==> src/logic/i2csc_defs.vh <==
// constants and register map of the i2c slave controller
// Functional notes
// - seven-bit own address, match only it
// - slave only; direction from master's R/W bit
// - standard and fast bus speeds supported
// - control bit 7 resets whole controller
// - writing device_active one sets it immediately
// - device_active clear waits for transfer end
// - control write-only; read returns status
// - control bit 3 clears receive_finished
// - control bit 2 clears send_finished
// - status bit layout, active high
// - receive_request set on byte, cleared by read
// - transmit_request set when needed, cleared by write
// - receive_finished set when master write ends
// - send_finished set when master read ends
// - finished flags raise interrupt output
// - bus_active_flag shows transfer in progress
// - transmit byte shifted out msb first
// - data buffer: write tx, read rx
// - own address resets to 0x39
// - interrupt flag sticky until software clears
`ifndef I2CSC_DEFS_VH
`define I2CSC_DEFS_VH
`define I2CSC_OFS_OWN_ADDR   32'h5000_3804
`define I2CSC_OFS_CTRL_STAT  32'h5000_3808
`define I2CSC_OFS_DATA       32'h5000_380c
`define I2CSC_OFS_OWN_UPPER  32'h5000_3810
`define I2CSC_OFS_INT_CTRL   32'h5000_3814
`define I2CSC_BIT_SOFT_RST   7
`define I2CSC_BIT_DEV_ACT    6
`define I2CSC_BIT_BUS_ACT    4
`define I2CSC_BIT_RX_FIN     3
`define I2CSC_BIT_TX_FIN     2
`define I2CSC_BIT_TX_REQ     1
`define I2CSC_BIT_RX_REQ     0
`define I2CSC_BIT_INT_FLAG   1
`define I2CSC_BIT_INT_EN     0
`define I2CSC_OWN_ADDR_RST   7'h39
`define I2CSC_INT_CLR_VAL    8'h80
`endif

==> src/logic/i2csc_slave.v <==
// i2c slave controller with host register port
`timescale 1ns/1ps
`include "i2csc_defs.vh"
module i2csc_slave (
  input  wire        clk,
  input  wire        rst_n,
  input  wire [31:0] addr,
  input  wire [31:0] wdata,
  input  wire        wr,
  input  wire        rd,
  output reg  [31:0] rdata,
  input  wire        scl_in,
  output reg         scl_out,
  output reg         scl_oe,
  input  wire        sda_in,
  output reg         sda_out,
  output reg         sda_oe,
  output reg         irq
);
  // -------------------------------------------------
  // states
  // -------------------------------------------------
  localparam [2:0] ST_IDLE = 3'h0;
  localparam [2:0] ST_ADDR = 3'h1;
  localparam [2:0] ST_AACK = 3'h2;
  localparam [2:0] ST_RXB  = 3'h3;
  localparam [2:0] ST_RACK = 3'h4;
  localparam [2:0] ST_TXB  = 3'h5;
  localparam [2:0] ST_TACK = 3'h6;
  localparam [2:0] ST_WAIT = 3'h7;

  // -------------------------------------------------
  // soft reset: same effect as rst_n
  // -------------------------------------------------
  reg  soft_rst;
  wire ctrl_wr = wr && (addr == `I2CSC_OFS_CTRL_STAT);
  always @(posedge clk or negedge rst_n) begin
    if (!rst_n)
      soft_rst <= 1'b0;
    else
      soft_rst <= ctrl_wr && wdata[`I2CSC_BIT_SOFT_RST];
  end
  wire arst_n = rst_n & ~soft_rst;

  // -------------------------------------------------
  // pin synchronisers, three stages; sampled on clk, level taken after two equal samples
  // -------------------------------------------------
  reg [2:0] scl_s;
  reg [2:0] sda_s;
  reg       scl_f;
  reg       sda_f;
  always @(posedge clk or negedge arst_n) begin
    if (!arst_n) begin
      scl_s <= 3'h7;
      sda_s <= 3'h7;
      scl_f <= 1'b1;
      sda_f <= 1'b1;
    end else begin
      scl_s <= {scl_s[1:0], scl_in};
      sda_s <= {sda_s[1:0], sda_in};
      if (scl_s[1] == scl_s[2])
        scl_f <= scl_s[2];
      if (sda_s[1] == sda_s[2])
        sda_f <= sda_s[2];
    end
  end
  wire new_scl = (scl_s[1] == scl_s[2]) ? scl_s[2] : scl_f;
  wire new_sda = (sda_s[1] == sda_s[2]) ? sda_s[2] : sda_f;
  wire scl_rise = new_scl & ~scl_f;
  wire scl_fall = ~new_scl & scl_f;
  wire start_c  = scl_f & new_scl & sda_f & ~new_sda;
  wire stop_c   = scl_f & new_scl & ~sda_f & new_sda;

  // -------------------------------------------------
  // registers and flags
  // -------------------------------------------------
  reg  [6:0] own_addr;
  reg  [6:0] own_upper;
  reg        dev_act;
  reg        dev_off_req;
  reg        bus_act;
  reg        rx_fin;
  reg        tx_fin;
  reg        rx_req;
  reg        tx_req;
  reg        int_flag;
  reg        int_en;
  reg  [7:0] tx_buf;
  reg  [7:0] rx_buf;
  reg  [7:0] shreg;
  reg  [3:0] bitcnt;
  reg  [2:0] state;
  reg        is_read;
  reg        got_nack;
  reg        was_write;

  wire data_wr = wr && (addr == `I2CSC_OFS_DATA);
  wire data_rd = rd && (addr == `I2CSC_OFS_DATA);
  wire int_wr  = wr && (addr == `I2CSC_OFS_INT_CTRL);
  wire int_clr = int_wr && (wdata[7:0] == `I2CSC_INT_CLR_VAL);
  reg  set_rx_fin;
  reg  set_tx_fin;
  reg  set_rx_req;
  reg  set_tx_req;
  reg  byte_done;

  // -------------------------------------------------
  // bus state machine
  // -------------------------------------------------
  always @(posedge clk or negedge arst_n) begin
    if (!arst_n) begin
      state      <= ST_IDLE;
      shreg      <= 8'h00;
      bitcnt     <= 4'h0;
      is_read    <= 1'b0;
      got_nack   <= 1'b0;
      was_write  <= 1'b0;
      rx_buf     <= 8'h00;
      sda_out    <= 1'b0;
      sda_oe     <= 1'b0;
      scl_out    <= 1'b0;
      scl_oe     <= 1'b0;
      bus_act    <= 1'b0;
      set_rx_fin <= 1'b0;
      set_tx_fin <= 1'b0;
      set_rx_req <= 1'b0;
      set_tx_req <= 1'b0;
      byte_done  <= 1'b0;
    end else begin
      set_rx_fin <= 1'b0;
      set_tx_fin <= 1'b0;
      set_rx_req <= 1'b0;
      set_tx_req <= 1'b0;
      byte_done  <= 1'b0;
      scl_out    <= 1'b0;
      scl_oe     <= (rx_req || tx_req) && !scl_f;
      if (stop_c || start_c) begin
        if (state != ST_IDLE && state != ST_ADDR) begin
          set_rx_fin <= was_write;
          set_tx_fin <= is_read;
        end
        sda_oe    <= 1'b0;
        was_write <= 1'b0;
        bitcnt    <= 4'h0;
        state     <= (start_c && dev_act) ? ST_ADDR : ST_IDLE;
        bus_act   <= start_c && dev_act;
      end else begin
        case (state)
          ST_IDLE: begin
            sda_oe  <= 1'b0;
            bus_act <= 1'b0;
          end
          ST_ADDR: begin
            if (scl_rise) begin
              shreg  <= {shreg[6:0], new_sda};
              bitcnt <= bitcnt + 4'h1;
            end else if (scl_fall && bitcnt == 4'h8) begin
              if (shreg[7:1] == own_addr) begin
                is_read <= shreg[0];
                sda_out <= 1'b0;
                sda_oe  <= 1'b1;
                state   <= ST_AACK;
              end else begin
                state   <= ST_IDLE;
              end
            end
          end
          ST_AACK: begin
            if (scl_fall) begin
              bitcnt <= 4'h0;
              sda_oe <= 1'b0;
              if (is_read) begin
                set_tx_req <= 1'b1;
                state      <= ST_WAIT;
              end else begin
                was_write <= 1'b1;
                state     <= ST_RXB;
              end
            end
          end
          ST_RXB: begin
            if (scl_rise) begin
              shreg  <= {shreg[6:0], new_sda};
              bitcnt <= bitcnt + 4'h1;
            end else if (scl_fall && bitcnt == 4'h8) begin
              rx_buf     <= shreg;
              set_rx_req <= 1'b1;
              byte_done  <= 1'b1;
              sda_out    <= 1'b0;
              sda_oe     <= 1'b1;
              state      <= ST_RACK;
            end
          end
          ST_RACK: begin
            if (scl_fall) begin
              sda_oe <= 1'b0;
              bitcnt <= 4'h0;
              state  <= ST_RXB;
            end
          end
          ST_WAIT: begin
            if (!tx_req && !set_tx_req) begin
              shreg   <= {tx_buf[6:0], 1'b0};
              sda_out <= tx_buf[7];
              sda_oe  <= ~tx_buf[7];
              bitcnt  <= 4'h1;
              state   <= ST_TXB;
            end
          end
          ST_TXB: begin
            if (scl_fall) begin
              if (bitcnt == 4'h8) begin
                sda_oe <= 1'b0;
                state  <= ST_TACK;
              end else begin
                sda_out <= shreg[7];
                sda_oe  <= ~shreg[7];
                shreg   <= {shreg[6:0], 1'b0};
                bitcnt  <= bitcnt + 4'h1;
              end
            end
          end
          ST_TACK: begin
            if (scl_rise)
              got_nack <= new_sda;
            else if (scl_fall) begin
              byte_done <= 1'b1;
              if (got_nack) begin
                set_tx_fin <= 1'b1;
                state      <= ST_IDLE;
              end else begin
                set_tx_req <= 1'b1;
                state      <= ST_WAIT;
              end
            end
          end
          default: state <= ST_IDLE;
        endcase
      end
    end
  end

  // -------------------------------------------------
  // host registers and flags
  // -------------------------------------------------
  always @(posedge clk or negedge arst_n) begin
    if (!arst_n) begin
      own_addr    <= `I2CSC_OWN_ADDR_RST;
      own_upper   <= 7'h00;
      dev_act     <= 1'b0;
      dev_off_req <= 1'b0;
      rx_fin      <= 1'b0;
      tx_fin      <= 1'b0;
      rx_req      <= 1'b0;
      tx_req      <= 1'b0;
      int_flag    <= 1'b0;
      int_en      <= 1'b0;
      tx_buf      <= 8'h00;
      irq         <= 1'b0;
    end else begin
      if (wr && addr == `I2CSC_OFS_OWN_ADDR)
        own_addr <= wdata[6:0];
      if (wr && addr == `I2CSC_OFS_OWN_UPPER)
        own_upper <= wdata[6:0];
      if (ctrl_wr && wdata[`I2CSC_BIT_DEV_ACT]) begin
        dev_act     <= 1'b1;
        dev_off_req <= 1'b0;
      end else if (ctrl_wr) begin
        dev_off_req <= 1'b1;
      end else if (dev_off_req && state == ST_IDLE && !bus_act) begin
        dev_act     <= 1'b0;
        dev_off_req <= 1'b0;
      end
      if (set_rx_fin)
        rx_fin <= 1'b1;
      else if (ctrl_wr && wdata[`I2CSC_BIT_RX_FIN])
        rx_fin <= 1'b0;
      if (set_tx_fin)
        tx_fin <= 1'b1;
      else if (ctrl_wr && wdata[`I2CSC_BIT_TX_FIN])
        tx_fin <= 1'b0;
      if (set_rx_req)
        rx_req <= 1'b1;
      else if (data_rd)
        rx_req <= 1'b0;
      if (set_tx_req)
        tx_req <= 1'b1;
      else if (data_wr)
        tx_req <= 1'b0;
      if (data_wr)
        tx_buf <= wdata[7:0];
      if (int_wr)
        int_en <= wdata[`I2CSC_BIT_INT_EN];
      if (set_rx_fin || set_tx_fin || byte_done)
        int_flag <= 1'b1;
      else if (int_clr)
        int_flag <= 1'b0;
      irq <= int_en & (int_flag | rx_fin | tx_fin);
    end
  end

  // -------------------------------------------------
  // read port, data one cycle after strobe
  // -------------------------------------------------
  always @(posedge clk or negedge arst_n) begin
    if (!arst_n)
      rdata <= 32'h0000_0000;
    else if (!rd)
      rdata <= 32'h0000_0000;
    else if (addr == `I2CSC_OFS_OWN_ADDR)
      rdata <= {25'h0, own_addr};
    else if (addr == `I2CSC_OFS_CTRL_STAT)
      rdata <= {25'h0, dev_act, 1'b0, bus_act, rx_fin, tx_fin, tx_req, rx_req};
    else if (addr == `I2CSC_OFS_DATA)
      rdata <= {24'h0, rx_buf};
    else if (addr == `I2CSC_OFS_OWN_UPPER)
      rdata <= {25'h0, own_upper};
    else if (addr == `I2CSC_OFS_INT_CTRL)
      rdata <= {30'h0, int_flag, int_en};
    else
      rdata <= 32'h0000_0000;
  end
endmodule // i2csc_slave

==> config.mk <==
export PLATFORM = sky130hd
export DESIGN_NAME = i2csc_slave
export DESIGN_NICKNAME = d
export VERILOG_FILES = /design/src/logic/i2csc_slave.v
export VERILOG_INCLUDE_DIRS = /design/src /design/src/logic
export SDC_FILE = /design/constraint.sdc
export NUM_CORES = 1
export LEC_CHECK = 0
export ABC_CLOCK_PERIOD_IN_PS = 7900
export BUFFER_PORTS_ARGS = -buffer_cell sky130_fd_sc_hd__buf_2
export CORE_UTILIZATION = 55
export CTS_BUF_LIST = sky130_fd_sc_hd__clkbuf_8
export DETAILED_ROUTE_END_ITERATION = 6
export PLACE_DENSITY = 0.82
export SYNTH_ARGS = -nofsm -noshare
export SYNTH_HDL_FRONTEND = slang
export SYNTH_SLANG_ARGS = --single-unit
==> constraint.sdc <==
create_clock -name clk -period 7.9 [get_ports clk]
set_clock_uncertainty 0.1 [all_clocks]
set_input_delay 1.58 -clock clk [delete_from_list [all_inputs] [get_ports clk]]
set_output_delay 1.58 -clock clk [all_outputs]
set_load 0.05 [all_outputs]
==> out/metrics.cfg, run 1 <==
[setup_path]
worstSetupPathType=in2reg
worstPathRequired_ns=8.04
end_kind=flip-flop
critPathMaxFanout=7
cp_data_arrival_time_ns=3.46
cp-start-kind=primary input

[power]
power.density_nw_per_um2=278
p_leak_nw=2.31
peakVddDrop_mv=0.208

[final_layout]
layout-drive-gt1-share_pct=29.7
fill_cells=582
antenna_cells=0
layout_commonest_cell=dfrtp_1
finalNetCount=522
final_cell_mix=dfrtp_1, buf_2, mux2_2
area_delta_synth_final_pct=11.4

[yosys]
synth.cell_area_um2=4320
synth-edff-count=0
yosys_warnings=0
ys_seq_area_share_pct=48.4
syn_avg_cell_area_um2=10.8
synth_ff_type=dfrtp_1
synthCells=399
ys_ff_latch=83
ys_async_sr_fraction_pct=100
synth.distinct_cells=64

[clock_tree]
hold_buffers=0
path_clk_slew_ns=0.08
cts_setup_buffers=0
root_buffer=clkbuf_8
numClockSinks=83
cts_tree=done
cts.repair.resized=0
htree_levels=3
clockBufferDepth=2
insertion_delay_ns=0.34
cts_buffers=9

[global_routing]
grt_pass1_wl_mm=16.1
antenna_found_initial=0
grt_pass1_vias=3255
grtUsageTotal_pct=25.1
grt_max_degree=83
grt-ovfl-total=0

[timing]
fmax_ghz=0.302
fin_setup_tns_ns=0
period_share_pct=42.0
relSlewSlack_pct=33.8
slew_violations=0
hold_viol=0
fin_crit_ns=3.32
worst_pin_slew_ns=0.993
setup_violations=0
hold-worst-slack_ns=0.262
rsz0062_at_grt=false

[die]
coreArea_um2=7410
die_w_um=90.7
rows=31
die_h_um=90.7
ios=107
initial_core_util_pct=58.4
die_area_um2=8220

[routing]
wire_per_inst_um=17.3
drtPass1Iterations=4
vias_per_cell=6.01
drc=0
drt_iter0_drc=299
ant_nets=0
routed_wl_mm=9.56
vias=3332

[flow_run]
cap_violations=0

[place]
hpwl_mm=6.97
io_buffers=57
gp_congestion=0.939

[hold_path]
hp-class=reg2reg

[status]
status=completed

flip-flops by register name, indices dropped and copies added, names as in the netlist, 3 cells and up:
name,count
own_addr,7
state,3
bitcnt,4
rdata,8
own_upper,7
shreg,8
rx_buf,8
tx_buf,8
scl_s,3
sda_s,3
critical path, cell delays in order:
cell and delay (ns):
buf_2 0.10, nor4b_1 0.27, nand4_1 0.26, nor3_1 0.75, nand4_1 0.27, a21o_1 0.23
path summary, 6_finish.rpt:
check                             to  depth (start not counted)  startpoint  slack (ns)
setup reg to reg            shreg[5]                          5    state[1]        5.43
setup / recovery              rx_req                          6    addr[20]        4.58
hold / removal              sda_s[1]                          0    sda_s[0]        0.26
min in group asynchronous   rdata[2]                          2    soft_rst        0.58
max in group asynchronous  tx_buf[7]                          3       rst_n        5.55
hold reg to reg             sda_s[1]                          0    sda_s[0]        0.26
area by class of cell:
| type | count | area, um2 | area share, % |
|---|---|---|---|
| clock inverter | 7 | 118 | 2.44 |
| timing repair buffer | 58 | 293 | 6.08 |
| inverter | 9 | 33.8 | 0.701 |
| multi-input combinational | 289 | 2030 | 42.2 |
| clock buffer | 9 | 124 | 2.57 |
| sequential | 83 | 2090 | 43.4 |
| tap | 99 | 124 | 2.57 |
synth_stat cells, drive strengths merged, types with 3 or more instances:
master	count	area, um2
a21boi	3	22.5
nor2b	6	37.5
dfstp	12	315
xnor2	3	26.3
o211ai	4	30.0
and3b	3	26.3
mux2i	13	130
inv	8	30.0
nand2	25	96.4
nand2b	6	37.5
a22oi	4	30.0
a211oi	6	45.0
dfrtp	71	1780
o22ai	4	25.0
xor2	4	35.0
nand4	8	56.3
mux2	38	428
nand3	14	87.6
nor4b	5	43.8
nor3	7	35.0
a21oi	14	70.1
buf	36	240
nor3b	5	37.5
o21ai	20	100
clkbuf	6	22.5
nor4	5	46.3
and2	4	25.0
a21o	5	37.5
o221ai	3	32.5
a31oi	6	37.5
nor2	21	78.8
where the power goes:
part / switching, mW / internal, mW / total, mW
clock: 0.152 / 0.209 / 0.361
combinational: 0.241 / 0.159 / 0.400
sequential: 0.0969 / 0.479 / 0.576
total: 0.490 / 0.847 / 1.34
per-layer routing:
metal,track usage (%),up-vias,share of wire [%]
met2,40.9,175,48
met3,5.13,20,8.0
li1,-,1506,-
met1,33.5,1631,42
met4,8.06,0,2.2
met5,0,-,0
per-stage QoR:
stage                     instance area (um2)  setup slack, ns  instances  utilization, %  power [mW]
final                                    4820             4.58        554            65.0        1.34
after CTS                                4820             4.60        554            65.0        1.33
after global placement                   4570             4.25        538            61.7       0.951
after global routing                     4820             4.40        554            65.0        1.41
after floorplan                          4410             1.26        423               -       0.892
after detailed placement                 4570             4.24        538            61.7       0.972
logic make-up (layout without fill, tap and decap cells):
kind of cell | after synthesis | in the layout | share of synthesized area, %
buf+inv | 51 | 83 | 6.86
compound gates | 83 | 83 | 13.3
fa+ha+maj | 4 | 4 | 1.04
xor+xnor | 7 | 7 | 1.42
simple gates | 119 | 119 | 16.0
flops | 83 | 83 | 48.4
other cells | 1 | 25 | 0.0867
mux | 51 | 51 | 12.9
Note: power is estimated with default switching activity, not from simulation.
==> run 2: changes to the inputs <==
- ABC_CLOCK_PERIOD_IN_PS: 7900 -> 2800
- CORE_UTILIZATION: 55 -> 50
- PLACE_DENSITY: 0.82 -> 0.79
- clock period: 7.9 -> 2.8 ns (I/O delays scaled with it)
==> out/metrics.cfg, run 2 (same netlist as run 1, synthesis figures left out) <==
[global_routing]
grt-ovfl-total=0
grt_max_degree=83
gr-usage-met1_pct=30.0
grt_pass1_wl_mm=15.2
antenna_found_initial=0
grt_pass1_vias=3025
grtUsageTotal_pct=22.7
grt_use_met3_pct=3.86
use_met2_pct=36.7
busiest_layer=met2

[final_layout]
multi_input_area_um2=2030
final_cell_mix=dfrtp_1, buf_2, mux2_2
area_delta_synth_final_pct=11.9
regArea_um2=2090
layout_commonest_cell=dfrtp_1
layout-drive-gt1-share_pct=30.2
antenna_cells=0
finalNetCount=528
fill_cells=703

[power]
power.density_nw_per_um2=749
p_leak_nw=2.33
total_power_mw=3.63
peakVddDrop_mv=0.375

[setup_path]
reg2reg_from=sda_f
ff2ff_setup_slack_ns=0.39
cp-start-kind=flip-flop
path_buf_inv=0
slowest_delay_ns=0.57
end_kind=flip-flop
reg2reg_to=sda_oe
ff2ff_path_depth=5
cp_top_family=compound AO/OA/AOI/OAI gates
worstSetupPathType=reg2reg
worstPathRequired_ns=2.93
cp_cell_sequence=and3b_1 -> o221a_2 -> o41a_2 -> o221ai_1 -> mux2_2
cp_slowest_cell=o41a_2
critPathMaxFanout=18
cp_data_arrival_time_ns=2.54

[routing]
ant_nets=0
drt_iter0_drc=213
routed_wl_mm=9.57
drtPass1Iterations=5
vias=3321
drc=0
wire_per_inst_um=16.9
vias_per_cell=5.87

[clock_tree]
path_clk_slew_ns=0.08
clockBufferDepth=2
root_buffer=clkbuf_8
htree_levels=3
numClockSinks=83
cts.repair.resized=0
hold_buffers=1
cts_setup_buffers=0
insertion_delay_ns=0.35
cts_tree=done
cts_buffers=9

[hold_path]
min_from=scl_in
hold_depth=1
worst_hold_path.endpoint=scl_s[0]
hp-class=in2reg

[die]
rows=33
die_h_um=95.0
die_area_um2=9020
initial_core_util_pct=52.1
coreArea_um2=8300
ios=107
die_w_um=95.0

[timing]
hold_viol=0
slew_violations=0
fin_crit_ns=2.41
fin_setup_tns_ns=0
fmax_ghz=0.415
worst_pin_slew_ns=0.664
relSlewSlack_pct=55.4
period_share_pct=86.0
rsz0062_at_grt=false
setup_violations=0

[place]
gp_congestion=0.920
io_buffers=57
hpwl_mm=6.93

[status]
status=completed

[flow_run]
cap_violations=0

run 2: cell types whose count changed in the layout (fill, tap and decap cells not counted), sizes merged:
cell         change
buf              +5
dlygate4sd3      +1
clkbuf           +1
inv              +1
clkinvlp         -1
clkinv           +1
bufinv           -2
run 2: metrics by stage:
stage          area [um2]  hold WS [ns]  setup WS, ns  util (%)  cells
4_1_cts              4840         0.193         0.411      58.3    566
3_5_place_dp         4630         0.244         0.246      55.8    549
3_3_place_gp         4630         0.243         0.316      55.8    549
6_report             4840         0.207         0.392      58.3    566
5_1_grt              4840         0.185         0.285      58.3    566
2_1_floorplan        4420         0.164         0.544         -    423
run 2: cell type report:
type / instances / area share [%]
Multi-Input combinational cell: 289 / 42.0
Tap cell: 105 / 2.72
Clock buffer: 10 / 2.84
Sequential cell: 83 / 43.2
Clock inverter: 6 / 1.22
Timing Repair Buffer: 64 / 7.29
Inverter: 9 / 0.698
run 2: report_power, final:
part           switching [mW]  total [mW]  internal, mW
sequential              0.223        1.58          1.35
combinational           0.736        1.21         0.471
clock                   0.414       0.845         0.430
total                    1.37        3.63          2.25
run 2: how the worst max path moves through the flow:
stage | from | to | slack (ns) | depth (start not counted)
after floorplan | addr[20] | own_upper[0] | 0.54 | 6
after global placement | addr[20] | tx_buf[6] | 0.32 | 6
after detailed placement | addr[8] | tx_buf[5] | 0.25 | 6
after CTS | sda_f | sda_oe | 0.41 | 5
after global routing | bitcnt[0] | sda_oe | 0.28 | 7
final | sda_f | sda_oe | 0.39 | 5
run 2: metal layers:
layer  vias to the layer above  share of wire (%)
li1                       1528                  -
met1                      1611                 42
met2                       169                 49
met3                        13                6.9
met4                         0                1.8
met5                         -                  0
run 2: worst register-to-register path: stages (launching register included):
cell and delay [ns]:
dfstp_2 0.56, and3b_1 0.21, o221a_2 0.39, o41a_2 0.57, o221ai_1 0.11, mux2_2 0.36
==> run 3: changes to the inputs <==
- REMOVE_ABC_BUFFERS: default -> 1
- SKIP_LAST_GASP: default -> 1
==> out/metrics.cfg, run 3 (same netlist as run 1, synthesis figures left out) <==
[status]
status=completed

[clock_tree]
htree_levels=3
cts_buffers=9
insertion_delay_ns=0.35
numClockSinks=83
cts_tree=done
root_buffer=clkbuf_8
path_clk_slew_ns=0.09
clockBufferDepth=2

[setup_path]
path_buf_inv=0
cp_data_arrival_time_ns=2.49
startpoint=state[1]
end_kind=flip-flop
slowest_delay_ns=0.63
cp-start-kind=flip-flop
worstSetupPathType=reg2reg
cp_slowest_cell=or4b_4
ff2ff_setup_slack_ns=0.40
critPathMaxFanout=16
reg2reg_to=shreg[7]
cp_cell_sequence=or4b_4 -> o221ai_2 -> o2111ai_2 -> nand2_1 -> o21ai_0
cp_top_family=simple AND/OR/NAND/NOR gates
reg2reg_from=state[1]
worstPathRequired_ns=2.89
ff2ff_path_depth=5

[final_layout]
final_cell_mix=dfrtp_1, buf_2, mux2_2
fill_cells=692
post_layout_nonfiller_instances=568
finalNetCount=530
layout_commonest_cell=dfrtp_1
antenna_cells=0
layout-drive-gt1-share_pct=30.7
area_delta_synth_final_pct=12.5
fin_util_pct=58.6

[flow_run]
cap_violations=0

[timing]
setup_violations=0
slew_violations=0
worst_pin_slew_ns=0.696
relSlewSlack_pct=53.3
fmax_ghz=0.417
rsz0062_at_grt=false
period_share_pct=85.7
fin_crit_ns=2.40
hold_viol=0

[routing]
vias=3328
vias_per_cell=5.86
routed_wl_mm=9.80
wire_per_inst_um=17.2
drt_iter0_drc=195
ant_nets=0
drtPass1Iterations=5
drc=0

[hold_path]
min_from=scl_in
hp-class=in2reg
worst_hold_path.endpoint=scl_s[0]
hold_depth=1

[global_routing]
grt_max_degree=83
grtUsageTotal_pct=23.6
antenna_found_initial=0
grt-ovfl-total=0
grt_pass1_vias=3225
grt_pass1_wl_mm=15.8

[place]
dpl.cell_count=551
hpwl_mm=7.17
gp_congestion=0.900
io_buffers=57

[power]
power.density_nw_per_um2=756
peakVddDrop_mv=0.333
p_leak_nw=2.34

[die]
die_area_um2=9020
die_h_um=95.0
initial_core_util_pct=52.1
die_w_um=95.0
ios=107
rows=33
coreArea_um2=8300

==> run 3: power by group <==
part / switching [mW] / leakage [nW] / internal (mW)
logic: 0.757 / 1.15 / 0.479
clock network: 0.422 / 0.103 / 0.456
registers: 0.211 / 1.09 / 1.35
==> run 3: layer usage <==
layer	GRT usage, %	wire (um)	up-vias
met3	3.86	691	28
met5	0	0	-
met2	37.8	4620	161
met1	30.8	4160	1610
met4	12.4	320	0
li1	-	-	1529
==> run 3: how the worst max path moves through the flow <==
stage	endpoint	cells past startpoint
5_1_grt	shreg[7]	5
2_1_floorplan	bitcnt[0]	1
3_5_place_dp	own_upper[5]	6
6_report	shreg[7]	5
3_3_place_gp	own_addr[1]	6
4_1_cts	sda_oe	7
==> run 3: final cells by class <==
class,instances,area (um2),area share (%)
timing repair buffer,66,368,7.57
sequential,83,2090,43.0
tap,105,131,2.70
multi-input combinational,289,2030,41.8
inverter,9,33.8,0.695
clock inverter,5,53.8,1.11
clock buffer,11,151,3.11
==> run 3: repair_timing <==
| item | in CTS | in global routing |
|---|---|---|
| buffers inserted | 0 | 0 |
| hold buffers | 1 | 0 |
| endpoints found under the hold margin | 1 | 0 |
| gates resized for setup | 0 | 0 |
==> run 3: per-stage QoR <==
| stage | hold WS, ns | setup WS [ns] | power (mW) | TNS, ns | area [um2] |
|---|---|---|---|---|---|
| 6_report | 0.193 | 0.401 | 3.68 | 0 | 4860 |
| 2_1_floorplan | 0.164 | -2.82 | 2.42 | -215.34 | 4150 |
| 3_3_place_gp | 0.244 | 0.221 | 2.76 | 0 | 4650 |
| 5_1_grt | 0.183 | 0.272 | 3.89 | 0 | 4860 |
| 3_5_place_dp | 0.246 | 0.160 | 2.80 | 0 | 4650 |
| 4_1_cts | 0.186 | 0.419 | 3.68 | 0 | 4860 |
